### src/include/dac_serial_pkg.sv
// Shared constants of the serial front end and load control
package dac_serial_pkg;
	// Frame layout
	localparam int FRAME_BITS = 24;
	localparam int DATA_BITS = 20;
	localparam int RW_POS = 23;
	localparam int ADDR_MSB = 22;
	localparam int ADDR_LSB = 20;
	localparam int COUNT_W = 5;
	localparam logic [COUNT_W-1:0] FRAME_BITS_CNT = 5'h18;
	// Register addresses
	localparam logic [2:0] ADDR_DAC = 3'h1;
	localparam logic [2:0] ADDR_CTRL = 3'h2;
	localparam logic [2:0] ADDR_CLEAR = 3'h3;
	// Control field positions
	localparam int CTRL_TWOS_POS = 1;
	localparam int CTRL_W = 20;
	// Reset values
	localparam logic [DATA_BITS-1:0] DAC_RESET = 20'h00000;
	localparam logic [CTRL_W-1:0] CTRL_RESET = 20'h00000;
	localparam logic [DATA_BITS-1:0] CLEAR_RESET = 20'h00000;
	localparam logic [DATA_BITS-1:0] SIGN_FLIP = 20'h80000;
	// Write-frame buffer
	localparam int FIFO_DEPTH = 32;
	// Serial clock limits kept by the host, in MHz
	localparam int SCLK_WRITE_MAX_MHZ = 35;
	localparam int SCLK_READ_MAX_MHZ = 16;
	localparam int SYS_CLK_MHZ = 200;
	// Least system cycles per serial clock period (rounded down)
	localparam int SCLK_WRITE_MIN_CYC = SYS_CLK_MHZ / SCLK_WRITE_MAX_MHZ;
	localparam int SCLK_READ_MIN_CYC = SYS_CLK_MHZ / SCLK_READ_MAX_MHZ;
endpackage

### src/rtl/pin_sync3.sv
// Three-stage pin synchroniser with agreement filter
`timescale 1ns/1ps
`default_nettype none
module pin_sync3 #(
	parameter int WIDTH = 1,
	parameter logic [WIDTH-1:0] INIT = '0
) (
	// Clock and reset
	input wire logic clk_sys,
	input wire logic rst,
	// Pins and clean levels
	input wire logic [WIDTH-1:0] pin_in,
	output logic [WIDTH-1:0] level_out
);
	logic [WIDTH-1:0] stage1_reg;
	logic [WIDTH-1:0] stage2_reg;
	logic [WIDTH-1:0] stage3_reg;
	logic [WIDTH-1:0] level_reg;

	always_ff @(posedge clk_sys or posedge rst) begin
		if (rst) begin
			stage1_reg <= INIT;
			stage2_reg <= INIT;
			stage3_reg <= INIT;
		end else begin
			stage1_reg <= pin_in;
			stage2_reg <= stage1_reg;
			stage3_reg <= stage2_reg;
		end
	end

	// A change counts only once stages two and three agree
	always_ff @(posedge clk_sys or posedge rst) begin
		if (rst) begin
			level_reg <= INIT;
		end else begin
			for (int i = 0; i < WIDTH; i++) begin
				if (stage2_reg[i] == stage3_reg[i]) begin
					level_reg[i] <= stage3_reg[i];
				end
			end
		end
	end

	assign level_out = level_reg;
endmodule // pin_sync3
`default_nettype wire

### src/rtl/frame_fifo.sv
// Word FIFO between frame capture and register update
`timescale 1ns/1ps
`default_nettype none
module frame_fifo #(
	parameter int WIDTH = 24,
	parameter int DEPTH = 32
) (
	// Clock and reset
	input wire logic clk_sys,
	input wire logic rst,
	input wire logic flush,
	// Fill side
	input wire logic in_valid,
	output logic in_ready,
	input wire logic [WIDTH-1:0] in_data,
	// Drain side
	output logic out_valid,
	input wire logic out_ready,
	output logic [WIDTH-1:0] out_data
);
	localparam int PTR_W = $clog2(DEPTH);
	localparam logic [PTR_W:0] DEPTH_CNT = (PTR_W+1)'(DEPTH);
	localparam logic [PTR_W-1:0] LAST_IDX = PTR_W'(DEPTH - 1);

	logic [WIDTH-1:0] mem_reg [DEPTH];
	logic [PTR_W-1:0] wr_ptr_reg;
	logic [PTR_W-1:0] rd_ptr_reg;
	logic [PTR_W:0] count_reg;
	logic push;
	logic pop;

	assign in_ready = (count_reg != DEPTH_CNT);
	assign out_valid = (count_reg != '0);
	assign out_data = mem_reg[rd_ptr_reg];
	assign push = in_valid && in_ready;
	assign pop = out_valid && out_ready;

	always_ff @(posedge clk_sys) begin
		if (push) begin
			mem_reg[wr_ptr_reg] <= in_data;
		end
	end

	always_ff @(posedge clk_sys or posedge rst) begin
		if (rst) begin
			wr_ptr_reg <= '0;
			rd_ptr_reg <= '0;
			count_reg <= '0;
		end else if (flush) begin
			wr_ptr_reg <= '0;
			rd_ptr_reg <= '0;
			count_reg <= '0;
		end else begin
			if (push) begin
				wr_ptr_reg <= (wr_ptr_reg == LAST_IDX) ? '0 : wr_ptr_reg + 1'b1;
			end
			if (pop) begin
				rd_ptr_reg <= (rd_ptr_reg == LAST_IDX) ? '0 : rd_ptr_reg + 1'b1;
			end
			if (push && !pop) begin
				count_reg <= count_reg + 1'b1;
			end else if (pop && !push) begin
				count_reg <= count_reg - 1'b1;
			end
		end
	end
endmodule // frame_fifo
`default_nettype wire

### src/rtl/dac_serial_load_control.sv
// Serial front end and output-load control of a 20-bit voltage DAC
`timescale 1ns/1ps
`default_nettype none
module dac_serial_load_control
	import dac_serial_pkg::*;
(
	// System clock and reset
	input wire logic clk_sys,
	input wire logic rst,
	// Serial link pins
	input wire logic frame_select_n,
	input wire logic serial_clock,
	input wire logic serial_in,
	output logic serial_out,
	output logic serial_out_en,
	// Side-band pins
	input wire logic load_output_n,
	input wire logic clear_to_preset_n,
	input wire logic reset_n,
	// Converter side
	output logic [DATA_BITS-1:0] dac_level,
	output logic twos_coding,
	// Buffer status
	output logic frame_stall
);
	typedef enum logic [1:0] {IDLE, FRAME, CLOSE} link_state_t;

	logic fs_n_s, sclk_s, sdi_s, ld_n_s, clr_n_s, rst_n_s;
	logic sclk_prev_reg, fs_n_prev_reg, ld_n_prev_reg;
	logic sclk_fall, sclk_rise, frame_open, frame_close, load_fall;
	link_state_t state_reg;
	logic [FRAME_BITS-1:0] shift_reg;
	logic [COUNT_W-1:0] bit_count_reg;
	logic [FRAME_BITS-1:0] out_shift_reg;
	logic serial_out_reg;
	logic push_valid;
	logic push_ready;
	logic word_valid;
	logic word_ready;
	logic [FRAME_BITS-1:0] word;
	logic [DATA_BITS-1:0] input_reg;
	logic [DATA_BITS-1:0] dac_reg;
	logic [CTRL_W-1:0] ctrl_reg;
	logic [DATA_BITS-1:0] clear_code_reg;
	logic [FRAME_BITS-1:0] readback_reg;
	logic [DATA_BITS-1:0] dac_level_reg;
	logic dev_reset;
	logic apply;
	logic is_read;
	logic [2:0] word_addr;
	logic [DATA_BITS-1:0] word_data;
	logic [DATA_BITS-1:0] read_data;

	// One synchroniser per pin, each reset to its pin's idle level except the clock, reset high
	// though it idles low, so only the clock edge detector sees a false edge (a fall) after reset
	pin_sync3 #(
		.WIDTH(1),
		.INIT(1'b1)
	) u_sync_select (
		.clk_sys(clk_sys),
		.rst(rst),
		.pin_in(frame_select_n),
		.level_out(fs_n_s)
	);

	pin_sync3 #(
		.WIDTH(1),
		.INIT(1'b1)
	) u_sync_clock (
		.clk_sys(clk_sys),
		.rst(rst),
		.pin_in(serial_clock),
		.level_out(sclk_s)
	);

	pin_sync3 #(
		.WIDTH(1),
		.INIT(1'b0)
	) u_sync_data (
		.clk_sys(clk_sys),
		.rst(rst),
		.pin_in(serial_in),
		.level_out(sdi_s)
	);

	pin_sync3 #(
		.WIDTH(1),
		.INIT(1'b1)
	) u_sync_load (
		.clk_sys(clk_sys),
		.rst(rst),
		.pin_in(load_output_n),
		.level_out(ld_n_s)
	);

	pin_sync3 #(
		.WIDTH(1),
		.INIT(1'b1)
	) u_sync_clear (
		.clk_sys(clk_sys),
		.rst(rst),
		.pin_in(clear_to_preset_n),
		.level_out(clr_n_s)
	);

	pin_sync3 #(
		.WIDTH(1),
		.INIT(1'b1)
	) u_sync_reset (
		.clk_sys(clk_sys),
		.rst(rst),
		.pin_in(reset_n),
		.level_out(rst_n_s)
	);

	assign dev_reset = !rst_n_s;

	// Edge detection on the cleaned pin levels
	always_ff @(posedge clk_sys or posedge rst) begin
		if (rst) begin
			sclk_prev_reg <= 1'b1;
			fs_n_prev_reg <= 1'b1;
			ld_n_prev_reg <= 1'b1;
		end else begin
			sclk_prev_reg <= sclk_s;
			fs_n_prev_reg <= fs_n_s;
			ld_n_prev_reg <= ld_n_s;
		end
	end

	assign sclk_fall = sclk_prev_reg && !sclk_s;
	assign sclk_rise = !sclk_prev_reg && sclk_s;
	assign frame_open = fs_n_prev_reg && !fs_n_s;
	assign frame_close = !fs_n_prev_reg && fs_n_s;
	assign load_fall = ld_n_prev_reg && !ld_n_s;

	// Frame tracking
	always_ff @(posedge clk_sys or posedge rst) begin
		if (rst) begin
			state_reg <= IDLE;
		end else if (dev_reset) begin
			state_reg <= IDLE;
		end else begin
			case (state_reg)
				IDLE: begin
					if (frame_open) begin
						state_reg <= FRAME;
					end
				end
				FRAME: begin
					if (frame_close) begin
						state_reg <= CLOSE;
					end
				end
				CLOSE: begin
					// A select that falls again at once is not lost
					if (frame_open) begin
						state_reg <= FRAME;
					end else begin
						state_reg <= IDLE;
					end
				end
				default: begin
					state_reg <= IDLE;
				end
			endcase
		end
	end

	// Input shift register; extra bits keep the last 24
	always_ff @(posedge clk_sys or posedge rst) begin
		if (rst) begin
			shift_reg <= '0;
			bit_count_reg <= '0;
		end else if (dev_reset || frame_open) begin
			shift_reg <= '0;
			bit_count_reg <= '0;
		end else if (state_reg == FRAME && !frame_close && sclk_fall) begin
			shift_reg <= {shift_reg[FRAME_BITS-2:0], sdi_s};
			if (bit_count_reg != FRAME_BITS_CNT) begin
				bit_count_reg <= bit_count_reg + 1'b1;
			end
		end
	end

	// Short frames are dropped; a full buffer drops the word too
	assign push_valid = (state_reg == CLOSE) &&
		(bit_count_reg == FRAME_BITS_CNT);
	assign frame_stall = !push_ready;

	frame_fifo #(
		.WIDTH(FRAME_BITS),
		.DEPTH(FIFO_DEPTH)
	) u_frame_fifo (
		.clk_sys(clk_sys),
		.rst(rst),
		.flush(dev_reset),
		.in_valid(push_valid),
		.in_ready(push_ready),
		.in_data(shift_reg),
		.out_valid(word_valid),
		.out_ready(word_ready),
		.out_data(word)
	);

	// Clear and reset hold the register update stalled
	assign word_ready = !dev_reset && clr_n_s;
	assign apply = word_valid && word_ready;
	assign is_read = word[RW_POS];
	assign word_addr = word[ADDR_MSB:ADDR_LSB];
	assign word_data = word[DATA_BITS-1:0];

	always_comb begin
		read_data = '0;
		if (word_addr == ADDR_DAC) begin
			read_data = dac_reg;
		end else if (word_addr == ADDR_CTRL) begin
			read_data = ctrl_reg;
		end else if (word_addr == ADDR_CLEAR) begin
			read_data = clear_code_reg;
		end
	end

	// Input and DAC registers with load control
	always_ff @(posedge clk_sys or posedge rst) begin
		if (rst) begin
			input_reg <= DAC_RESET;
			dac_reg <= DAC_RESET;
		end else if (dev_reset) begin
			input_reg <= DAC_RESET;
			dac_reg <= DAC_RESET;
		end else if (!clr_n_s) begin
			dac_reg <= clear_code_reg;
		end else if (apply && !is_read && word_addr == ADDR_DAC) begin
			input_reg <= word_data;
			if (!ld_n_s) begin
				dac_reg <= word_data;
			end
		end else if (load_fall) begin
			dac_reg <= input_reg;
		end
	end

	// Control and clear-code registers
	always_ff @(posedge clk_sys or posedge rst) begin
		if (rst) begin
			ctrl_reg <= CTRL_RESET;
			clear_code_reg <= CLEAR_RESET;
		end else if (dev_reset) begin
			ctrl_reg <= CTRL_RESET;
			clear_code_reg <= CLEAR_RESET;
		end else if (apply && !is_read) begin
			if (word_addr == ADDR_CTRL) begin
				ctrl_reg <= word_data;
			end else if (word_addr == ADDR_CLEAR) begin
				clear_code_reg <= word_data;
			end
		end
	end

	// Read requests leave their answer for the next frame
	always_ff @(posedge clk_sys or posedge rst) begin
		if (rst) begin
			readback_reg <= '0;
		end else if (dev_reset) begin
			readback_reg <= '0;
		end else if (apply && is_read) begin
			readback_reg <= {word[FRAME_BITS-1:DATA_BITS], read_data};
		end
	end

	// Converter level in straight binary whatever the coding
	always_ff @(posedge clk_sys or posedge rst) begin
		if (rst) begin
			dac_level_reg <= DAC_RESET;
		end else if (dev_reset) begin
			dac_level_reg <= DAC_RESET;
		end else if (ctrl_reg[CTRL_TWOS_POS]) begin
			dac_level_reg <= dac_reg ^ SIGN_FLIP;
		end else begin
			dac_level_reg <= dac_reg;
		end
	end

	assign dac_level = dac_level_reg;
	assign twos_coding = ctrl_reg[CTRL_TWOS_POS];

	// Readback shifter; first bit shows after the first rising edge
	always_ff @(posedge clk_sys or posedge rst) begin
		if (rst) begin
			out_shift_reg <= '0;
			serial_out_reg <= 1'b0;
		end else if (dev_reset) begin
			out_shift_reg <= '0;
			serial_out_reg <= 1'b0;
		end else if (frame_open) begin
			out_shift_reg <= readback_reg;
			serial_out_reg <= 1'b0;
		end else if (state_reg == FRAME && sclk_rise) begin
			serial_out_reg <= out_shift_reg[FRAME_BITS-1];
			out_shift_reg <= {out_shift_reg[FRAME_BITS-2:0], 1'b0};
		end
	end

	assign serial_out = serial_out_reg;
	// Released outside frames so several devices share the line
	assign serial_out_en = (state_reg == FRAME) && !fs_n_s;
endmodule // dac_serial_load_control
`default_nettype wire

### config.mk
export PLATFORM = sky130hd
export DESIGN_NAME = dac_serial_load_control
export DESIGN_NICKNAME = d
export VERILOG_FILES = /design/src/include/dac_serial_pkg.sv /design/src/rtl/pin_sync3.sv /design/src/rtl/frame_fifo.sv /design/src/rtl/dac_serial_load_control.sv
export SDC_FILE = /design/constraint.sdc
export NUM_CORES = 1
export LEC_CHECK = 0
export BUFFER_PORTS_ARGS = -buffer_cell sky130_fd_sc_hd__buf_4
export CORE_UTILIZATION = 55
export DETAILED_ROUTE_END_ITERATION = 8
export GPL_TIMING_DRIVEN = 0
export PLACE_DENSITY = 0.8
export SLEW_MARGIN = 15
export SYNTH_ARGS = -nofsm -noshare
export SYNTH_HDL_FRONTEND = slang
export SYNTH_HIERARCHICAL = 1
export SYNTH_SLANG_ARGS = --single-unit
export TNS_END_PERCENT = 20
### constraint.sdc
create_clock -name clk_sys -period 15.35 [get_ports clk_sys]
set_input_delay 2.3025 -clock clk_sys [delete_from_list [all_inputs] [get_ports clk_sys]]
set_output_delay 2.3025 -clock clk_sys [all_outputs]
set_load 0.02 [all_outputs]
==> impl_metrics.yaml <==
sta:
  setup_viol: 0
  rsz0062_at_grt: "false"
  setup_slack_ns: 9.85
  max_freq_ghz: 0.182
  max-slew-margin-rel: 0.143
  skew_ns: 0.0333
  drv_slew: 0
  layout_min_cycle_time_ns: 5.50
  tns_ns: 0
  worst_slew_pin_slew_ns: 1.29
  final_hold_viol_count: 0
  fin_crit_sh: 0.358
setup_path:
  r2r-start: "u_frame_fifo/rd_ptr_reg[1]"
  cp.required_ns: 15.87
  end_kind: "register"
  r2r_cells: 12
  r2r_slack_ns: 9.85
  worstSetupPathType: "register to register"
  timing.rr.end: "dac_reg[15]"
  cp-start-kind: "register"
  path_max_fanout: 10
  arrival_ns: 6.02
grt:
  grt_max_degree: 102
  grt_pass1_vias: 22200
  gr-total-overflow: 0
  grt_pass1_wl_microns: 148000
  antenna_found_initial: 2
  groute.usage.overall: 0.289
detailed_routing:
  vias: 21600
  wl_per_cell_microns: 30.8
  drc: 0
  postRouteAntennaNets: 0
  wl_microns: 101000
  drtPass1Iterations: 6
  drtIter0Drc: 2627
  via_per_inst: 6.59
hold_path:
  hp-class: "register to register"
  min_to: "u_sync_load/stage2_reg"
  worstHoldStart: "u_sync_load/stage1_reg"
  min_path_cells: 0
cts:
  ctsHoldBuffers: 0
  cts_buffers: 96
  cts_resized: 0
  cts_buffer_depth: 3
  clock_latency_ns: 0.66
  cts_tree: "done"
  clockRootBuffer: "clkbuf_16"
  clkTransAtPathRegs_ns: 0.07
  post-cts-setup-buffer-count: 0
  cts_htree_levels: 3
  cts_sinks: 991
logic_synthesis:
  synth_most_common_cell: "edfxtp_1"
  synth_top_area_frac: 0.589
  synth_compound_area_frac: 0.0400
  synth_top_family_by_area: "multiplexers"
  synth_warnings: 6
  yosys.area_share.simple: 0.0424
  post_synth_main_area_contributors: "edfxtp_1 (59%), mux4_2 (14%), dfrtp_1 (13%)"
  synth_nets: 2117
  syn_avg_cell_area_sq_um: 18.7
  synth_edf_count: 768
  ys_ff_latch: 991
  syn-instance-count: 2095
  synth-main-ff-cell: "edfxtp_1"
  synth_common_cells: "edfxtp_1 (768), mux4_2 (240), dfrtp_1 (200)"
  synth_cell_type_count: 62
  yosys.area_share.adder: 0.00639
  synth_xor_xnor_area_share: 0.00131
  yosysSeqAreaShare: 0.732
  muxShareOfSynthArea: 0.159
  netlist_area_sq_mm: 0.0392
  synth_top_area_cell: "edfxtp_1"
  async_reset_ff_frac: 0.225
finish:
  fin_nets: 2279
  area_delta_synth_final_pct: 14.4
  largest_register_ffs: 768
  drive_gt1_frac: 0.266
floorplan:
  die_height_microns: 269
  start_util: 0.558
  pin_count: 32
  std_cell_rows: 97
  coreArea_sq_mm: 0.0703
  design.die.area_sq_mm: 0.0723
  die_x_microns: 269
power_and_ir_drop:
  p_per_area_mw_per_mm2: 118
  p_sw_frac: 0.202
  switchingPower_mw: 1.07
  power_frac_clock: 0.435
  power.share.sequential: 0.546
  pwr-share-comb: 0.019
  finalPower_mw: 5.30
  p_int_mw: 4.23
  ir_worst_vdd_v: 0.000114
  power.leakage_nw: 13.1
placement:
  port_buffers: 31
  pre_cts_slack_ns: 10.22
  globalplace.congestion: 0.891
  hpwl_microns: 63100
outcome:
  outcome: "finished, final reports clean"
job:
  cap_viol_max_count: 0
per-layer routing:
layer / routed length (microns) / vias up / global-route usage
met3: 11200 / 363 / 0.0606
met5: 0 / - / 0
met4: 6030 / 0 / 0.142
li1: - / 8648 / -
met1: 34600 / 11000 / 0.369
met2: 49000 / 1548 / 0.476
worst max-delay path by stage:
stage | start | to | slack (ns)
2_1_floorplan | rst | bit_count_reg[0] | 8.08
3_3_place_gp | rst | dac_level[14] | 6.27
3_5_place_dp | u_frame_fifo/rd_ptr_reg[1] | dac_reg[15] | 10.22
4_1_cts | u_frame_fifo/rd_ptr_reg[1] | dac_reg[15] | 10.03
5_1_grt | u_frame_fifo/rd_ptr_reg[1] | dac_reg[15] | 9.86
6_report | u_frame_fifo/rd_ptr_reg[1] | dac_reg[15] | 9.85
per-stage QoR:
stage,std cells,hold WS [ns],util,area [sq um]
floorplan,2095,0.331,-,39200
global placement,3066,0.340,0.578,40600
detailed placement,3099,0.347,0.594,41700
CTS,3270,0.351,0.637,44800
global route,3270,0.357,0.637,44800
finish,3273,0.352,0.638,44800
worst max-delay path: stages, from the launching register on:
cell	delay, ns
dfrtp_1	0.35
clkbuf_1	0.48
clkbuf_1	0.88
clkbuf_1	0.78
mux4_2	0.43
mux4_2	0.57
mux2_2	0.30
buf_2	0.20
and2b_1	0.27
a311oi_2	0.47
buf_2	0.30
a311oi_1	0.10
a21o_1	0.20
power by group through the flow:
stage,logic [mW],clock network [mW],registers (mW)
global placement,0.0935,0,2.95
finish,0.0986,2.30,2.90
detailed placement,0.0980,0,2.95
global route,0.110,2.42,2.90
floorplan,0.0624,0,2.95
CTS,0.0992,2.33,2.90
cell families (layout without fill, tap and decap cells):
kind of cell               Yosys count  count (layout)
muxes                              318             318
DFF                                991             991
adders and majority gates           20              20
xor gates and xnor gates             5               5
and+or+nand+nor                    361             361
buffers and inverters              155             390
AOI/OAI and AO/OA                  245             245
other                                0               3
cell type report:
| type | instances | area [sq um] |
|---|---|---|
| sequential | 991 | 28700 |
| fill | 4459 | 25500 |
| multi-input combinational | 949 | 10000 |
| clock buffer | 128 | 2670 |
| tap | 940 | 1180 |
| timing repair buffer | 64 | 1130 |
| buffer | 134 | 656 |
| clock inverter | 43 | 377 |
| inverter | 21 | 86.3 |
| antenna | 3 | 7.51 |
cells in the final DEF (no fill, tap or decap), types with 21 or more instances in the layout:
| master | count |
|---|---|
| edfxtp_1 | 768 |
| mux4_2 | 240 |
| dfrtp_1 | 183 |
| nand2_1 | 164 |
| clkbuf_16 | 101 |
| clkbuf_1 | 97 |
| o21ai_0 | 85 |
| nor2_1 | 47 |
| buf_4 | 45 |
| nand3_1 | 44 |
| mux2_2 | 44 |
| a21oi_1 | 43 |
| mux2i_1 | 33 |
| nor2_4 | 32 |
| buf_16 | 31 |
| buf_2 | 26 |
| a211oi_1 | 25 |
| dfstp_2 | 23 |
| clkinv_1 | 21 |
| and2_1 | 21 |
Power figures use the tool's default switching activity.
